<file path="config.mk">
export PLATFORM = sky130hd
export DESIGN_NAME = typec_cc_port_controller
export DESIGN_NICKNAME = d
export VERILOG_FILES = /design/src/design/typec_cc_pkg.sv /design/src/design/level_filter.sv /design/src/design/typec_cc_port_controller.sv
export SDC_FILE = /design/constraint.sdc
export NUM_CORES = 1
export LEC_CHECK = 0
export BUFFER_PORTS_ARGS = -buffer_cell sky130_fd_sc_hd__buf_2
export CORE_ASPECT_RATIO = 1.75
export CORE_UTILIZATION = 40
export DETAILED_ROUTE_END_ITERATION = 7
export SYNTH_ARGS = -nofsm -noshare
export SYNTH_HDL_FRONTEND = slang
export SYNTH_SLANG_ARGS = --single-unit
</file>
<file path="constraint.sdc">
create_clock -name clk_i -period 3.4 [get_ports clk_i]
set_clock_uncertainty 0.2 [all_clocks]
set_input_delay 0.34 -clock clk_i [delete_from_list [all_inputs] [get_ports clk_i]]
set_output_delay 0.34 -clock clk_i [all_outputs]
set_load 0.05 [all_outputs]
</file>
<file path="src/design/typec_cc_pkg.sv">
// Shared constants and types for the Type-C configuration-channel controller
package typec_cc_pkg;

  // Timebase
  localparam int unsigned CLK_HZ       = 50_000_000;
  localparam int unsigned CYC_PER_MS   = CLK_HZ / 1000;

  // CC attach debounce, bus-power debounce, dual-role toggle period
  localparam int unsigned T_CC_DB_MS   = 133;
  localparam int unsigned CC_DB_CYC    = T_CC_DB_MS * CYC_PER_MS;
  localparam int unsigned T_VBUS_DB_MS = 2;
  localparam int unsigned VBUS_DB_CYC  = T_VBUS_DB_MS * CYC_PER_MS;
  localparam int unsigned T_DRP_MS     = 75;
  localparam int unsigned DRP_CYC      = T_DRP_MS * CYC_PER_MS;
  localparam int unsigned DRP_SRC_PCT  = 30;

  // Register byte offsets
  localparam logic [3:0]  CTRL_OFS     = 4'h0;
  localparam logic [3:0]  STAT_OFS     = 4'h4;
  localparam logic [31:0] CTRL_RESET   = 32'h0000_0001;

  // Control and status field positions
  localparam int unsigned CTRL_EN_BIT  = 0;
  localparam int unsigned ST_STATE_LSB = 0;
  localparam int unsigned ST_CFG_LSB   = 3;
  localparam int unsigned ST_ORIENT    = 5;
  localparam int unsigned ST_VCONN1    = 6;
  localparam int unsigned ST_VCONN2    = 7;
  localparam int unsigned ST_VBUS      = 8;
  localparam int unsigned ST_IND_A     = 9;
  localparam int unsigned ST_IND_B     = 10;
  localparam int unsigned ST_ATTACH    = 11;

  // Tri-level pin codes from the level sensors
  localparam logic [1:0]  TRI_LOW      = 2'h0;
  localparam logic [1:0]  TRI_MID      = 2'h1;
  localparam logic [1:0]  TRI_HIGH     = 2'h2;

  // Pull-up current levels, seen on CC or advertised
  localparam logic [1:0]  RP_NONE      = 2'h0;
  localparam logic [1:0]  RP_DEF       = 2'h1;
  localparam logic [1:0]  RP_1A5       = 2'h2;
  localparam logic [1:0]  RP_3A        = 2'h3;

  typedef enum logic [2:0] {
    UNATT_SNK, AW_SNK, ATT_SNK, UNATT_SRC, AW_SRC, ATT_SRC
  } cc_state_t;

  typedef enum logic [1:0] {CFG_UFP, CFG_DFP, CFG_DRP} port_cfg_t;

endpackage

</file>
<file path="src/design/level_filter.sv">
// Debounce filter: output rises after the input has held high long enough
`timescale 1ns/10ps
module level_filter
  import typec_cc_pkg::*;
#(
  parameter int unsigned HOLD_CYC = 2
) (
  input  wire logic clk_i,
  input  wire logic rst_i,
  input  wire logic level_i,
  output logic      stable_o
);
  localparam int unsigned W = $clog2(HOLD_CYC + 1);

  typedef struct packed {
    logic [W-1:0] cnt;
    logic         stable;
  } filt_t;

  filt_t s_q;
  filt_t s_d;

  // A single low sample restarts the wait; the drop itself is not filtered
  always_comb begin
    s_d = s_q;
    if (!level_i) begin
      s_d.cnt = '0;
    end else if (s_q.cnt != W'(HOLD_CYC - 1)) begin
      s_d.cnt = s_q.cnt + W'(1);
    end
    s_d.stable = level_i && (s_q.cnt == W'(HOLD_CYC - 1));
  end

  always_ff @(posedge clk_i) begin
    if (rst_i) begin
      s_q <= '0;
    end else begin
      s_q <= s_d;
    end
  end

  assign stable_o = s_q.stable;
endmodule

</file>
<file path="src/design/typec_cc_port_controller.sv">
// Type-C CC port controller: role flow, current, orientation, cable power
//
// Contract
// - Role pin read as floating makes the port dual-role
// - Unattached dual-role port alternates between full source and sink
// - Sink shows detected current on indicators A and B per level
// - Source advertises default, 1.5 A or 3 A from current-select pin
// - Sink attach needs valid bus power; bus power decides sink detach
// - Dual-role port uses bus power to resolve its final role
// - Orientation pin driven low for CC1, released high for CC2
// - Cable power on unused CC only in Attached.SRC with Ra there
// - Cable power removed once Attached.SRC is left, on Rd loss or port disable
// - Unattached states per configuration, dual-role toggles SNK to SRC
// - Active state is Attached.SNK or Attached.SRC per resolved role
// - Start in Unattached.SNK, then follow the sampled configuration
// - Role pin sampled only after reset, held until next reset
// - Attach indicator tells host of a source attach
// - Leave active on unplug, and as sink also on bus power loss
// - CC levels debounced 133 ms before an attach is accepted
// - Bus-power sense debounced 2 ms after reaching valid level
// - Dual-role toggle presents as source 30 percent of each period
// - Full dual-role toggle period nominally 75 ms, 50 to 100 ms
`timescale 1ns/10ps
module typec_cc_port_controller
  import typec_cc_pkg::*;
#(
  parameter int unsigned CC_DB_CYC_P   = CC_DB_CYC,
  parameter int unsigned VBUS_DB_CYC_P = VBUS_DB_CYC,
  parameter int unsigned DRP_CYC_P     = DRP_CYC,
  parameter int unsigned DRP_SRC_PCT_P = DRP_SRC_PCT
) (
  input  wire logic        clk_i,
  input  wire logic        rst_i,
  input  wire logic        wb_cyc_i,
  input  wire logic        wb_stb_i,
  input  wire logic        wb_we_i,
  input  wire logic [3:0]  wb_adr_i,
  input  wire logic [3:0]  wb_sel_i,
  input  wire logic [31:0] wb_dat_i,
  output logic      [31:0] wb_dat_o,
  output logic             wb_ack_o,
  input  wire logic [1:0]  role_sel_i,
  input  wire logic [1:0]  cur_sel_i,
  input  wire logic        bus_power_sense_i,
  input  wire logic [1:0]  cc1_rp_lvl_i,
  input  wire logic [1:0]  cc2_rp_lvl_i,
  input  wire logic        cc1_rd_i,
  input  wire logic        cc2_rd_i,
  input  wire logic        cc1_ra_i,
  input  wire logic        cc2_ra_i,
  output logic             cc_rp_en_o,
  output logic             cc_rd_en_o,
  output logic      [1:0]  rp_adv_o,
  output logic             dir_o,
  output logic             dir_oe_o,
  output logic             vconn_cc1_o,
  output logic             vconn_cc2_o,
  output logic             attach_indicator_o,
  output logic             sink_level_ind_a_o,
  output logic             sink_level_ind_b_o
);

  localparam int unsigned TOG_W   = $clog2(DRP_CYC_P + 1);
  localparam int unsigned SRC_CYC = DRP_CYC_P * DRP_SRC_PCT_P / 100;
  localparam int unsigned SNK_CYC = DRP_CYC_P - SRC_CYC;

  typedef struct packed {
    cc_state_t         state;
    port_cfg_t         cfg;
    logic              cfg_valid;
    logic [TOG_W-1:0]  tog_cnt;
    logic              orient;
    logic              vconn1;
    logic              vconn2;
    logic              ind_a;
    logic              ind_b;
    logic              attach_ind;
    logic              dir_oe;
    logic [1:0]        rp_adv;
    logic              port_en;
    logic              ack;
    logic [31:0]       rdat;
  } ctrl_t;

  ctrl_t s_q;
  ctrl_t s_d;
  logic  cc_cond;
  logic  cc_stable;
  logic  vbus_ok;
  logic [1:0] rp_act;
  logic       rd_act;
  logic       drp;

  // Value on the CC pin that orientation selects
  function automatic logic [1:0] pick_cc(input logic o,
                                         input logic [1:0] v1,
                                         input logic [1:0] v2);
    return o ? v2 : v1;
  endfunction

  // Where the flow resumes after leaving attach-wait or active
  function automatic cc_state_t unatt_for(input port_cfg_t c);
    return (c == CFG_DFP) ? UNATT_SRC : UNATT_SNK;
  endfunction

  // Sink current indication as {A, B}
  function automatic logic [1:0] ind_code(input logic [1:0] lvl);
    case (lvl)
      RP_1A5:  ind_code = 2'b01;
      RP_3A:   ind_code = 2'b00;
      default: ind_code = 2'b10;
    endcase
  endfunction

  assign drp    = (s_q.cfg == CFG_DRP);
  assign rp_act = pick_cc(s_q.orient, cc1_rp_lvl_i, cc2_rp_lvl_i);
  assign rd_act = s_q.orient ? cc2_rd_i : cc1_rd_i;

  // Only the attach-wait states feed the CC debounce
  always_comb begin
    cc_cond = 1'b0;
    if (s_q.state == AW_SNK) begin
      cc_cond = (rp_act != RP_NONE);
    end else if (s_q.state == AW_SRC) begin
      cc_cond = rd_act;
    end
  end

  level_filter #(.HOLD_CYC(CC_DB_CYC_P)) u_cc_filt (
    .clk_i    (clk_i),
    .rst_i    (rst_i),
    .level_i  (cc_cond),
    .stable_o (cc_stable)
  );

  level_filter #(.HOLD_CYC(VBUS_DB_CYC_P)) u_vbus_filt (
    .clk_i    (clk_i),
    .rst_i    (rst_i),
    .level_i  (bus_power_sense_i),
    .stable_o (vbus_ok)
  );

  always_comb begin
    s_d      = s_q;
    s_d.ack  = wb_cyc_i && wb_stb_i && !s_q.ack;
    s_d.rdat = '0;
    if (s_d.ack) begin
      if (wb_adr_i == CTRL_OFS) begin
        s_d.rdat[CTRL_EN_BIT] = s_q.port_en;
        if (wb_we_i && wb_sel_i[0]) begin
          s_d.port_en = wb_dat_i[CTRL_EN_BIT];
        end
      end else if (wb_adr_i == STAT_OFS) begin
        s_d.rdat[ST_STATE_LSB +: 3] = s_q.state;
        s_d.rdat[ST_CFG_LSB +: 2]   = s_q.cfg;
        s_d.rdat[ST_ORIENT]         = s_q.orient;
        s_d.rdat[ST_VCONN1]         = s_q.vconn1;
        s_d.rdat[ST_VCONN2]         = s_q.vconn2;
        s_d.rdat[ST_VBUS]           = vbus_ok;
        s_d.rdat[ST_IND_A]          = s_q.ind_a;
        s_d.rdat[ST_IND_B]          = s_q.ind_b;
        s_d.rdat[ST_ATTACH]         = s_q.attach_ind;
      end
    end

    // Role pin caught once, in the first cycle after reset
    if (!s_q.cfg_valid) begin
      s_d.cfg_valid = 1'b1;
      case (role_sel_i)
        TRI_LOW:  s_d.cfg = CFG_UFP;
        TRI_HIGH: s_d.cfg = CFG_DFP;
        default:  s_d.cfg = CFG_DRP;
      endcase
    end

    s_d.tog_cnt = s_q.tog_cnt + TOG_W'(1);

    case (s_q.state)
      UNATT_SNK: begin
        if (!s_q.cfg_valid) begin
          s_d.state = UNATT_SNK;
        end else if (s_q.cfg == CFG_DFP) begin
          s_d.state = UNATT_SRC;
        end else if (s_q.port_en && (cc1_rp_lvl_i != RP_NONE ||
                                     cc2_rp_lvl_i != RP_NONE)) begin
          s_d.state  = AW_SNK;
          s_d.orient = (cc1_rp_lvl_i == RP_NONE);
        end else if (drp && s_q.tog_cnt >= TOG_W'(SNK_CYC - 1)) begin
          s_d.state = UNATT_SRC;
        end
      end
      UNATT_SRC: begin
        if (s_q.port_en && (cc1_rd_i || cc2_rd_i)) begin
          s_d.state  = AW_SRC;
          s_d.orient = !cc1_rd_i;
        end else if (drp && s_q.tog_cnt >= TOG_W'(SRC_CYC - 1)) begin
          s_d.state = UNATT_SNK;
        end
      end
      AW_SNK: begin
        if (!s_q.port_en || rp_act == RP_NONE) begin
          s_d.state = unatt_for(s_q.cfg);
        end else if (cc_stable && vbus_ok) begin
          s_d.state = ATT_SNK;
        end
      end
      AW_SRC: begin
        if (!s_q.port_en || !rd_act) begin
          s_d.state = unatt_for(s_q.cfg);
        end else if (drp && vbus_ok) begin
          // Partner supplies bus power, so it is the source
          s_d.state  = AW_SNK;
          s_d.orient = (cc1_rp_lvl_i == RP_NONE);
        end else if (cc_stable) begin
          s_d.state = ATT_SRC;
        end
      end
      ATT_SNK: begin
        if (!s_q.port_en || !vbus_ok || rp_act == RP_NONE) begin
          s_d.state = unatt_for(s_q.cfg);
        end
      end
      ATT_SRC: begin
        if (!s_q.port_en || !rd_act) begin
          s_d.state = unatt_for(s_q.cfg);
        end
      end
      default: s_d.state = UNATT_SNK;
    endcase

    // Toggle timer restarts on every state change and keeps counting in every state
    if (s_d.state != s_q.state) begin
      s_d.tog_cnt = '0;
    end

    // Cable power set on entry to Attached.SRC, dropped on any exit from it, on Rd loss or port disable
    if (s_d.state == ATT_SRC && s_q.state != ATT_SRC) begin
      s_d.vconn1 = s_d.orient && cc1_ra_i;
      s_d.vconn2 = !s_d.orient && cc2_ra_i;
    end else if (s_d.state != ATT_SRC) begin
      s_d.vconn1 = 1'b0;
      s_d.vconn2 = 1'b0;
    end

    if (s_d.state == ATT_SNK) begin
      {s_d.ind_a, s_d.ind_b} =
        ind_code(pick_cc(s_d.orient, cc1_rp_lvl_i, cc2_rp_lvl_i));
    end else begin
      {s_d.ind_a, s_d.ind_b} = 2'b11;
    end

    s_d.attach_ind = (s_d.state == ATT_SRC);
    s_d.dir_oe = (s_d.state == ATT_SRC || s_d.state == ATT_SNK) &&
                 !s_d.orient;

    case (cur_sel_i)
      TRI_MID:  s_d.rp_adv = RP_1A5;
      TRI_HIGH: s_d.rp_adv = RP_3A;
      default:  s_d.rp_adv = RP_DEF;
    endcase
  end

  always_ff @(posedge clk_i) begin
    if (rst_i) begin
      s_q            <= '0;
      s_q.state      <= UNATT_SNK;
      s_q.cfg        <= CFG_UFP;
      s_q.ind_a      <= 1'b1;
      s_q.ind_b      <= 1'b1;
      s_q.rp_adv     <= RP_DEF;
      s_q.port_en    <= CTRL_RESET[CTRL_EN_BIT];
    end else begin
      s_q <= s_d;
    end
  end

  // Rp in source states, Rd otherwise; Rd is also the power-up default
  assign cc_rp_en_o = (s_q.state == UNATT_SRC || s_q.state == AW_SRC ||
                       s_q.state == ATT_SRC);
  assign cc_rd_en_o = !cc_rp_en_o;
  assign rp_adv_o           = s_q.rp_adv;
  assign dir_o              = 1'b0;
  assign dir_oe_o           = s_q.dir_oe;
  assign vconn_cc1_o        = s_q.vconn1;
  assign vconn_cc2_o        = s_q.vconn2;
  assign attach_indicator_o = s_q.attach_ind;
  assign sink_level_ind_a_o = s_q.ind_a;
  assign sink_level_ind_b_o = s_q.ind_b;
  assign wb_dat_o           = s_q.rdat;
  assign wb_ack_o           = s_q.ack;
endmodule

</file>
==> impl_metrics.csv, run 1 <==
group,metric,value,unit
critical_path,regToRegSetupSlack,520,ps
die,dieArea,0.0124,sq mm
pwr,power_density,440,mW/mm^2
critical_path,crit_path_max_incr_delay,470,ps
critical_path,worst-setup-path-type,"register to register",
yosys,yosysWarnings,0,
global_route,grtUsageMet3,4.10,%
critical_path,r2r_start,"s_q[43]",
cts,clock_latency,350,ps
timing,rsz0062_at_grt,"false",
cts,post-cts-setup-buffers,0,
cts,cts_tree,"yes",
timing,slew_headroom,27.1,%
placed_design,place_congestion,0.826,
route,dr.pass1.iters,6,
cts,cts_sinks,93,
final_layout,n_antenna_cell,0,
global_route,use_met2,30.2,%
timing,fin_crit_sh,84.6,%
global_route,gr-max-usage-layer,"met2",
die,core_area,0.0116,sq mm
final_layout,layout-drive-gt1-share,17.9,%
critical_path,cp-start-kind,"register",
status,outcome,"finished clean",
yosys,yosysUniqueCellTypes,63,
route,drc_errors,0,
hold_path,min_path_type,"input pin to register",
critical_path,r2r-end,"s_q[44]",
final_layout,fin_util,45.1,%
timing,max_freq,347,MHz
yosys,synth_largest_area_cell,"dfxtp_1",
global_route,grt_pass1_vias,3590,
yosys,ys_top_cells_by_count,"93 x dfxtp_1, 70 x nor2_1, 35 x buf_4, 34 x xor2_1, 32 x nand2_1",
yosys,synth_edf_count,0,
route,ant_nets,0,
final_layout,fin_nets,622,
die,row_count,52,
cts,cts_resized,0,
placed_design,io_buffers,46,
yosys,netlist_instances,534,
cts,hold_buffers,0,
critical_path,reg2regPathDepth,9,
yosys,syn_area,0.00479,sq mm
cts,clkSlewWorstSetupHoldPaths,70,ps
route,vias,3781,
yosys,synth.most_common_cell,"dfxtp_1",
job,cap_violations,0,
route,routedWlPerCell,14.0,microns
yosys,yosysTopAreaCellShare,38.9,%
critical_path,critical_path.cell_chain,"ha_1, a2111oi_0, o311ai_1, and4_1, nor2_1, a2111oi_4, xnor2_2, buf_4, nor4b_1",
global_route,grt_max_degree,25,
final_layout,syn_to_final_growth,9.10,%
timing,slew_violations,0,
timing,tns,0,ps
die,die_x,84.7,microns
global_route,grt_use_total,16.2,%
yosys,synth.avg_cell_area,8.96,sq um
yosys,ys_seq_area_share,38.9,%
die,initial_utilization,41.3,%
final_layout,nFillCells,1156,
cts,cts_root_buffer,"clkbuf_16",
route,routed_wl,9800,microns
global_route,grt_overflow,0,
placed_design,hpwl,7170,microns
cts,cts_made_buffers,9,
cts,clk_path_buf_depth,2,
timing,worst_pin_slew,1090,ps
global_route,antenna_found_initial,0,
critical_path,crit_required,3380,ps
die,ios,102,
yosys,synth_ff_type,"dfxtp_1",
global_route,grtUsageMet1,17.2,%
cts,h-tree-depth,3,
pwr,leakage,0.00189,uW
pwr,ir_drop,0.243,mV
critical_path,path_delay_family,"compound AO/OA/AOI/OAI gates",
route,drtIter0Drc,160,
critical_path,end_kind,"register",
timing,setup_viol,0,
timing,period_minus_slack,2880,ps
hold_path,holdPathEnd,"s_q[33]",
critical_path,timing.critical_path.buf_inv,1,
global_route,grt_pass1_wl,16300,microns
critical_path,critPathArrivalTime,2860,ps
hold_path,min-delay-start,"wb_dat_i[0]",
die,die_y,147,microns
yosys,synth_top_cells_by_area,"dfxtp_1 39%, xor2_1 6.2%, nor4_2 5.8%",
critical_path,critPathMaxFanout,22,
hold_path,holdPathStages,3,
yosys,synth_seq_cells,93,
yosys,async_reset_ff_share,0,%
timing,finalHoldViolCount,0,
critical_path,worst_path_max_delay_cell,"a2111oi_4",
route,vias_per_cell,5.40,
## kinds of logic (layout without fill, tap and decap cells)
logic type                 Yosys count  after routing  synth area share (%)
DFF                                 93             93                  38.9
muxes                                9              9                  1.91
other                                1             21                0.0784
xor gates and xnor gates            51             51                  9.33
adders and majority gates            4              4                  1.05
and+or+nand+nor                    256            256                  31.7
buffers and inverters               66             77                  8.60
AOI/OAI and AO/OA                   54             54                  8.45
## sequential cells by signal, summed over array words and instances, names as in the netlist
| register | cells |
|---|---|
| attach_indicator_o | 1 |
| wb_ack_o | 1 |
| vconn_cc1_o | 1 |
| u_cc_filt.stable_o | 1 |
| dir_oe_o | 1 |
| u_vbus_filt.stable_o | 1 |
| sink_level_ind_a_o | 1 |
| u_vbus_filt.s_q | 17 |
| vconn_cc2_o | 1 |
| s_q | 30 |
| wb_dat_o | 12 |
| rp_adv_o | 2 |
| sink_level_ind_b_o | 1 |
| u_cc_filt.s_q | 23 |
## worst reg2reg max path: stages, from the launching register on
cell       delay (ps)
dfxtp_1           380
ha_1              250
a2111oi_0         140
o311ai_1          280
and4_1            300
nor2_1             80
a2111oi_4         470
xnor2_2           160
buf_4             350
nor4b_1           100
## routing by layer
layer / up-vias / part of all wire [%]
met5: - / 0
met1: 1812 / 40
li1: 1883 / -
met4: 0 / 2.1
met3: 17 / 3.6
met2: 69 / 54
## final cells by class
cell class | instances | area (sq um) | area share, %
multi-input combinational | 395 | 2600 | 49.8
sequential | 93 | 1860 | 35.7
clock buffer | 11 | 253 | 4.84
timing repair buffer | 49 | 253 | 4.84
tap | 135 | 169 | 3.24
inverter | 12 | 45.0 | 0.863
clock inverter | 5 | 41.3 | 0.791
## worst max path at each step
stage	start	cells past startpoint	to
after floorplan	s_q[64]	8	s_q[56]
after global placement	cc1_rd_i	6	s_q[45]
after CTS	s_q[43]	9	s_q[44]
after global routing	s_q[43]	9	s_q[44]
after detailed placement	s_q[43]	9	s_q[44]
final	s_q[43]	9	s_q[44]
## where the power goes
group,total (uW),internal (uW),switching [uW]
sequential,1120,1100,16.5
clock,988,545,443
combinational,191,47.3,144
## metrics by stage
| step | cell area, sq um | hold WS [ps] | power, uW | setup slack, ps | cells |
|---|---|---|---|---|---|
| after floorplan | 4860 | 242 | 1320 | 966 | 554 |
| after global placement | 4930 | 234 | 1330 | 556 | 684 |
| after detailed placement | 4930 | 238 | 1330 | 558 | 684 |
| after CTS | 5220 | 11.8 | 2330 | 478 | 700 |
| after global routing | 5220 | 36.0 | 2390 | 283 | 700 |
| final | 5220 | 20.4 | 2300 | 522 | 700 |
## placed cells by master, fill, tap and decap left out, types with 13 or more instances in the layout
cell type	synthesis	final
nand3_1	28	28
nand4_1	13	13
xnor2_1	17	16
nor3_1	15	15
nor2_1	70	70
conb_1	1	21
and2_1	15	15
nor4_2	22	22
xor2_1	34	34
dfxtp_1	93	93
nand2_1	32	32
buf_2	2	46
No activity file was read; power rests on OpenSTA's default activity.
==> run 2, diff against run 1 <==
==> constraint.sdc (replaced) <==
create_clock -name clk_i -period 2.5 [get_ports clk_i]
set_clock_uncertainty 0.2 [all_clocks]
set_input_delay 0.25 -clock clk_i [delete_from_list [all_inputs] [get_ports clk_i]]
set_output_delay 0.25 -clock clk_i [all_outputs]
set_load 0.05 [all_outputs]
==> impl_metrics.csv, run 2 (same netlist as run 1, synthesis figures left out) <==
group,metric,value,unit
critical_path,cp-start-kind,"register",
timing,max_freq,386,MHz
route,drtIter0Drc,135,
timing,setup_viol,23,
status,outcome,"complete, but fails checks",
route,routed_wl,10700,microns
placed_design,dp_cells,737,
global_route,grt_overflow,0,
timing,slew_headroom,43.5,%
final_layout,fin_util,50.4,%
critical_path,crit_required,2550,ps
cts,clock_latency,340,ps
pwr,leakage,0.00223,uW
cts,cts_made_buffers,9,
cts,cts_sinks,93,
final_layout,syn_to_final_growth,22.0,%
final_layout,largest_reg_flops,30,
die,initial_utilization,41.3,%
timing,rsz0062_at_grt,"true",
timing,finalHoldViolCount,0,
die,row_count,52,
die,core_area,0.0116,sq mm
final_layout,regMostFlops,"s_q",
route,vias_per_cell,5.27,
cts,h-tree-depth,3,
global_route,grt_use_total,18.1,%
timing,layout_setup_ws,-88.3,ps
critical_path,reg2regPathDepth,9,
critical_path,startpoint,"s_q[60]",
critical_path,end_kind,"register",
route,ant_nets,0,
placed_design,place_congestion,0.852,
placed_design,hpwl,7820,microns
die,die_y,147,microns
final_layout,n_antenna_cell,0,
route,vias,4023,
global_route,grt_pass1_vias,4100,
critical_path,regToRegSetupSlack,-90,ps
timing,tns,-1410,ps
timing,fin_crit_sh,104,%
critical_path,crit_end,"s_q[44]",
die,die_x,84.7,microns
cts,cts_root_buffer,"clkbuf_16",
final_layout,final_common_cell,"dfxtp_1",
global_route,grt_pass1_wl,18300,microns
cts,clkSlewWorstSetupHoldPaths,70,ps
cts,cts_tree,"yes",
cts,clk_path_buf_depth,2,
timing,period_minus_slack,2590,ps
die,ios,102,
placed_design,io_buffers,46,
timing,worst_pin_slew,845,ps
timing,slew_violations,0,
final_layout,stdcell_count,764,
die,dieArea,0.0124,sq mm
final_layout,final_cell_mix,"92 x dfxtp_1, 70 x nor2_1, 57 x buf_4, 46 x buf_2, 34 x xor2_1",
pwr,ir_drop,0.362,mV
status,violations,"negative setup slack",
critical_path,critPathArrivalTime,2640,ps
pwr,power_density,554,mW/mm^2
final_layout,layout-drive-gt1-share,25.4,%
route,routedWlPerCell,14.0,microns
global_route,grt_max_degree,25,
hold_path,min-delay-start,"role_sel_i[0]",
critical_path,worst-setup-path-type,"register to register",
critical_path,r2r_start,"s_q[60]",
hold_path,min_path_type,"input pin to register",
route,drc_errors,0,
route,dr.pass1.iters,6,
final_layout,fin_nets,686,
job,cap_violations,0,
critical_path,r2r-end,"s_q[44]",
final_layout,reg.largest.list,"s_q: 30 flops, u_cc_filt.s_q: 23 flops, u_vbus_filt.s_q: 17 flops",
critical_path,critPathMaxFanout,14,
global_route,antenna_found_initial,0,
-- run 2: cell types whose count changed in the layout (fill, tap and decap cells not counted), moves of 2 or more --
cell           before  now
buf_4               3   57
dlygate4sd3_1       0    7
nor4_4              0    3
a2111oi_0           2    0
a2111oi_1           0    2
buf_12              0    2
clkbuf_1            0    2
nor4_2             22   20
-- run 2: worst min path at each step --
stage	depth (start not counted)	end	slack, ps
finish	3	s_q[67]	10
global placement	1	wb_dat_o[10]	230
detailed placement	1	wb_dat_o[9]	250
global route	3	wb_dat_o[0]	10
floorplan	2	s_q[33]	190
CTS	3	wb_dat_o[0]	5
-- run 2: power breakdown --
group | switching (uW) | internal, uW
combinational | 225 | 116
sequential | 12.5 | 1500
clock | 579 | 809
-- run 2: routing by layer --
| metal | up-vias | global-route usage, % | wire length [microns] |
|---|---|---|---|
| met1 | 1907 | 18.7 | 4240 |
| met4 | 0 | 8.90 | 326 |
| met3 | 24 | 3.54 | 285 |
| li1 | 2011 | - | - |
| met5 | - | 0 | 0 |
| met2 | 81 | 33.9 | 5850 |
-- run 2: final cells by class --
cell class                 instances  area [sq um]
inverter                          12          45.0
multi-input combinational        395          2680
tap                              135           169
timing repair buffer             113           779
clock buffer                      12           246
sequential                        93          1860
clock inverter                     4          55.1
fill                            1096          5740
-- run 2: timing repair --
item                       in CTS  in global routing
cloned                          0                  0
hold buffers                    7                  0
buffers inserted                2                  2
resized for setup               7                  8
setup endpoints to repair      27                 29
pin swaps                       4                  1
hold endpoints to repair        6                  0
-- run 2: per-stage QoR --
step                worst slack [ps]  hold slack (ps)  area, sq um  power (uW)
floorplan                       65.6              187         4860        1790
global placement               -74.9              233         5350        1850
detailed placement              -175              249         5350        1860
CTS                             -113             4.99         5770        3260
global route                    -273             9.70         5840        3360
finish                         -88.3             12.5         5840        3240
-- run 2: critical path, cell delays in order (launching register included) --
cell,delay (ps)
dfxtp_2,330
nor4_4,260
nand2_1,110
a222oi_1,430
a21oi_4,150
a2111oi_4,340
buf_4,190
xnor2_4,80
buf_12,160
nor4b_2,220
==> run 3, diff against run 2 <==
--- a/config.mk
+++ b/config.mk
@@ -11,4 +11,5 @@
 export DETAILED_ROUTE_END_ITERATION = 7
 export SYNTH_ARGS = -nofsm -noshare
 export SYNTH_HDL_FRONTEND = slang
+export SYNTH_HIERARCHICAL = 1
 export SYNTH_SLANG_ARGS = --single-unit
==> impl_metrics.csv, run 3 <==
group,metric,value,unit
pwr,ir_drop,0.281,mV
final_layout,largest_reg_flops,30,
route,wl_met2,6420,microns
critical_path,cp-start-kind,"register",
cts,h-tree-depth,3,
yosys,synth_largest_area_cell,"dfxtp_1",
route,routed_wl,11600,microns
pwr,leakage,0.00215,uW
yosys,synth_top_cells_by_area,"dfxtp_1 36%, a211oi_2 5.9%, buf_4 5.1%",
final_layout,regMostFlops,"s_q",
route,vias_per_cell,5.35,
route,ant_nets,0,
timing,slew_headroom,61.4,%
yosys,synth_seq_cells,93,
route,routed.top_layer,"met4",
die,dieArea,0.0132,sq mm
hold_path,min_path_type,"input pin to register",
timing,finalHoldViolCount,0,
cts,cts_sinks,93,
pwr,p_int,2480,uW
timing,max_freq,404,MHz
pwr,pwr-share-clk,43.4,%
critical_path,crit_required,2570,ps
final_layout,n_antenna_cell,0,
timing,period_minus_slack,2480,ps
critical_path,end_kind,"register",
route,drc_errors,0,
die,die_y,151,microns
placed_design,dp_cells,757,
route,routedWlPerCell,14.7,microns
cts,clock_latency,340,ps
die,initial_utilization,41.0,%
die,core_area,0.0124,sq mm
global_route,grt_max_degree,23,
cts,cts_tree,"yes",
global_route,grt_use_total,17.5,%
critical_path,critPathMaxFanout,5,
timing,setup_viol,0,
final_layout,nFillCells,1226,
pwr,seq_power_share,46.2,%
die,ios,102,
yosys,yosysUniqueCellTypes,78,
pwr,p_switching,801,uW
timing,slew_violations,0,
pwr,power_density,551,mW/mm^2
placed_design,io_buffers,46,
critical_path,critPathArrivalTime,2540,ps
timing,fin_crit_sh,99.0,%
final_layout,reg.largest.list,"s_q: 30 flops, u_cc_filt/s_q: 23 flops, u_vbus_filt/s_q: 17 flops",
pwr,comb_power_share,10.5,%
die,row_count,54,
final_layout,stdcell_count,789,
final_layout,layout-drive-gt1-share,24.5,%
yosys,ys_top_cells_by_count,"93 x dfxtp_1, 38 x nand2_1, 38 x nor2_1, 35 x buf_4, 28 x nand3_1",
yosys,ys_seq_area_share,36.5,%
die,die_x,87.4,microns
global_route,grt_overflow,0,
timing,rsz0062_at_grt,"true",
timing,tns,0,ps
placed_design,place_congestion,0.845,
yosys,synth_ff_type,"dfxtp_1",
final_layout,fin_nets,678,
critical_path,worst-setup-path-type,"register to register",
yosys,async_reset_ff_share,0,%
yosys,yosysWarnings,6,
pwr,switching_share,24.4,%
job,cap_violations,0,
route,dr_wl_met3,269,microns
global_route,antenna_found_initial,0,
final_layout,final_cell_mix,"90 x dfxtp_1, 46 x buf_2, 38 x nand2_1, 38 x nor2_1, 28 x nand3_1",
cts,cts_root_buffer,"clkbuf_16",
global_route,grt_pass1_vias,4084,
cts,clkSlewWorstSetupHoldPaths,60,ps
status,outcome,"finished clean",
yosys,yosysTopAreaCellShare,36.5,%
route,vias,4218,
route,dr.pass1.iters,4,
final_layout,syn_to_final_growth,16.6,%
placed_design,dp_slack,-76.9,ps
placed_design,hpwl,8140,microns
yosys,syn_area,0.00510,sq mm
route,drtIter0Drc,152,
cts,clk_path_buf_depth,2,
cts,cts_made_buffers,9,
yosys,synth_edf_count,0,
yosys,synth.most_common_cell,"dfxtp_1",
yosys,netlist_instances,563,
timing,worst_pin_slew,573,ps
final_layout,final_common_cell,"dfxtp_1",
global_route,grt_pass1_wl,18400,microns
timing,layout_setup_ws,24.3,ps
route,wl_met1,4600,microns
yosys,synth.avg_cell_area,9.06,sq um
run 3: cell families (layout without fill, tap and decap cells):
kind of cell | after synthesis | count (layout) | synth area share, %
flops | 93 | 93 | 36.5
simple gates | 236 | 236 | 27.7
compound gates | 115 | 115 | 18.0
mux | 8 | 8 | 1.72
fa+ha+maj | 4 | 4 | 0.981
xor+xnor | 33 | 33 | 5.66
other cells | 1 | 21 | 0.0735
buf+inv | 73 | 111 | 9.39
run 3: power groups by stage:
| stage | clock (uW) | sequential (uW) | combinational, uW |
|---|---|---|---|
| floorplan | 0 | 1550 | 240 |
| global placement | 0 | 1540 | 283 |
| detailed placement | 0 | 1540 | 288 |
| CTS | 1450 | 1510 | 300 |
| global route | 1510 | 1520 | 369 |
| finish | 1420 | 1510 | 343 |
run 3: timing repair:
action | CTS | global route
endpoints found under the setup margin | 24 | 26
resized for setup | 1 | 14
pin swaps | 1 | 25
hold buffers | 9 | 0
hold endpoints to repair | 8 | 0
buffers inserted | 0 | 4
gates cloned | 0 | 3
run 3: routing by layer:
layer | GRT usage (%) | up-vias
met1 | 18.5 | 2016
met3 | 3.22 | 20
met4 | 8.36 | 0
li1 | - | 2116
met2 | 32.5 | 66
met5 | 0 | -
run 3: layout make-up:
class                           count  area, sq um  area share, %
Timing Repair Buffer               82          599           10.1
Multi-Input combinational cell    417         2910           49.0
Inverter                           13         48.8          0.820
Clock buffer                       13          270           4.54
Sequential cell                    93         1870           31.4
Clock inverter                      3         42.5          0.715
Tap cell                          168          210           3.53
run 3: stage by stage:
step	hold WS (ps)	cell area, sq um	util (%)	total power [uW]
global placement	236	5380	43.2	1830
CTS	6.72	5780	46.5	3260
finish	16.4	5950	47.9	3280
floorplan	128	5180	-	1790
global route	43.9	5950	47.9	3400
detailed placement	247	5380	43.2	1830
run 3: worst paths after layout:
path                           start            endpoint  slack, ps  cells past startpoint
setup / recovery             s_q[44]             s_q[64]         20                      8
hold / removal       cc1_rp_lvl_i[0]  sink_level_ind_b_o         20                      2
setup reg to reg             s_q[44]             s_q[64]         20                      8
hold reg to reg   sink_level_ind_b_o        wb_dat_o[10]        260                      1
run 3: worst max-delay path, stage by stage (launching register included):
cell and delay (ps):
dfxtp_2 340, ha_4 180, a211o_1 270, a21oi_2 170, o211ai_1 200, a211oi_4 360, nand4b_4 240, clkbuf_16 240
a211oi_2 190
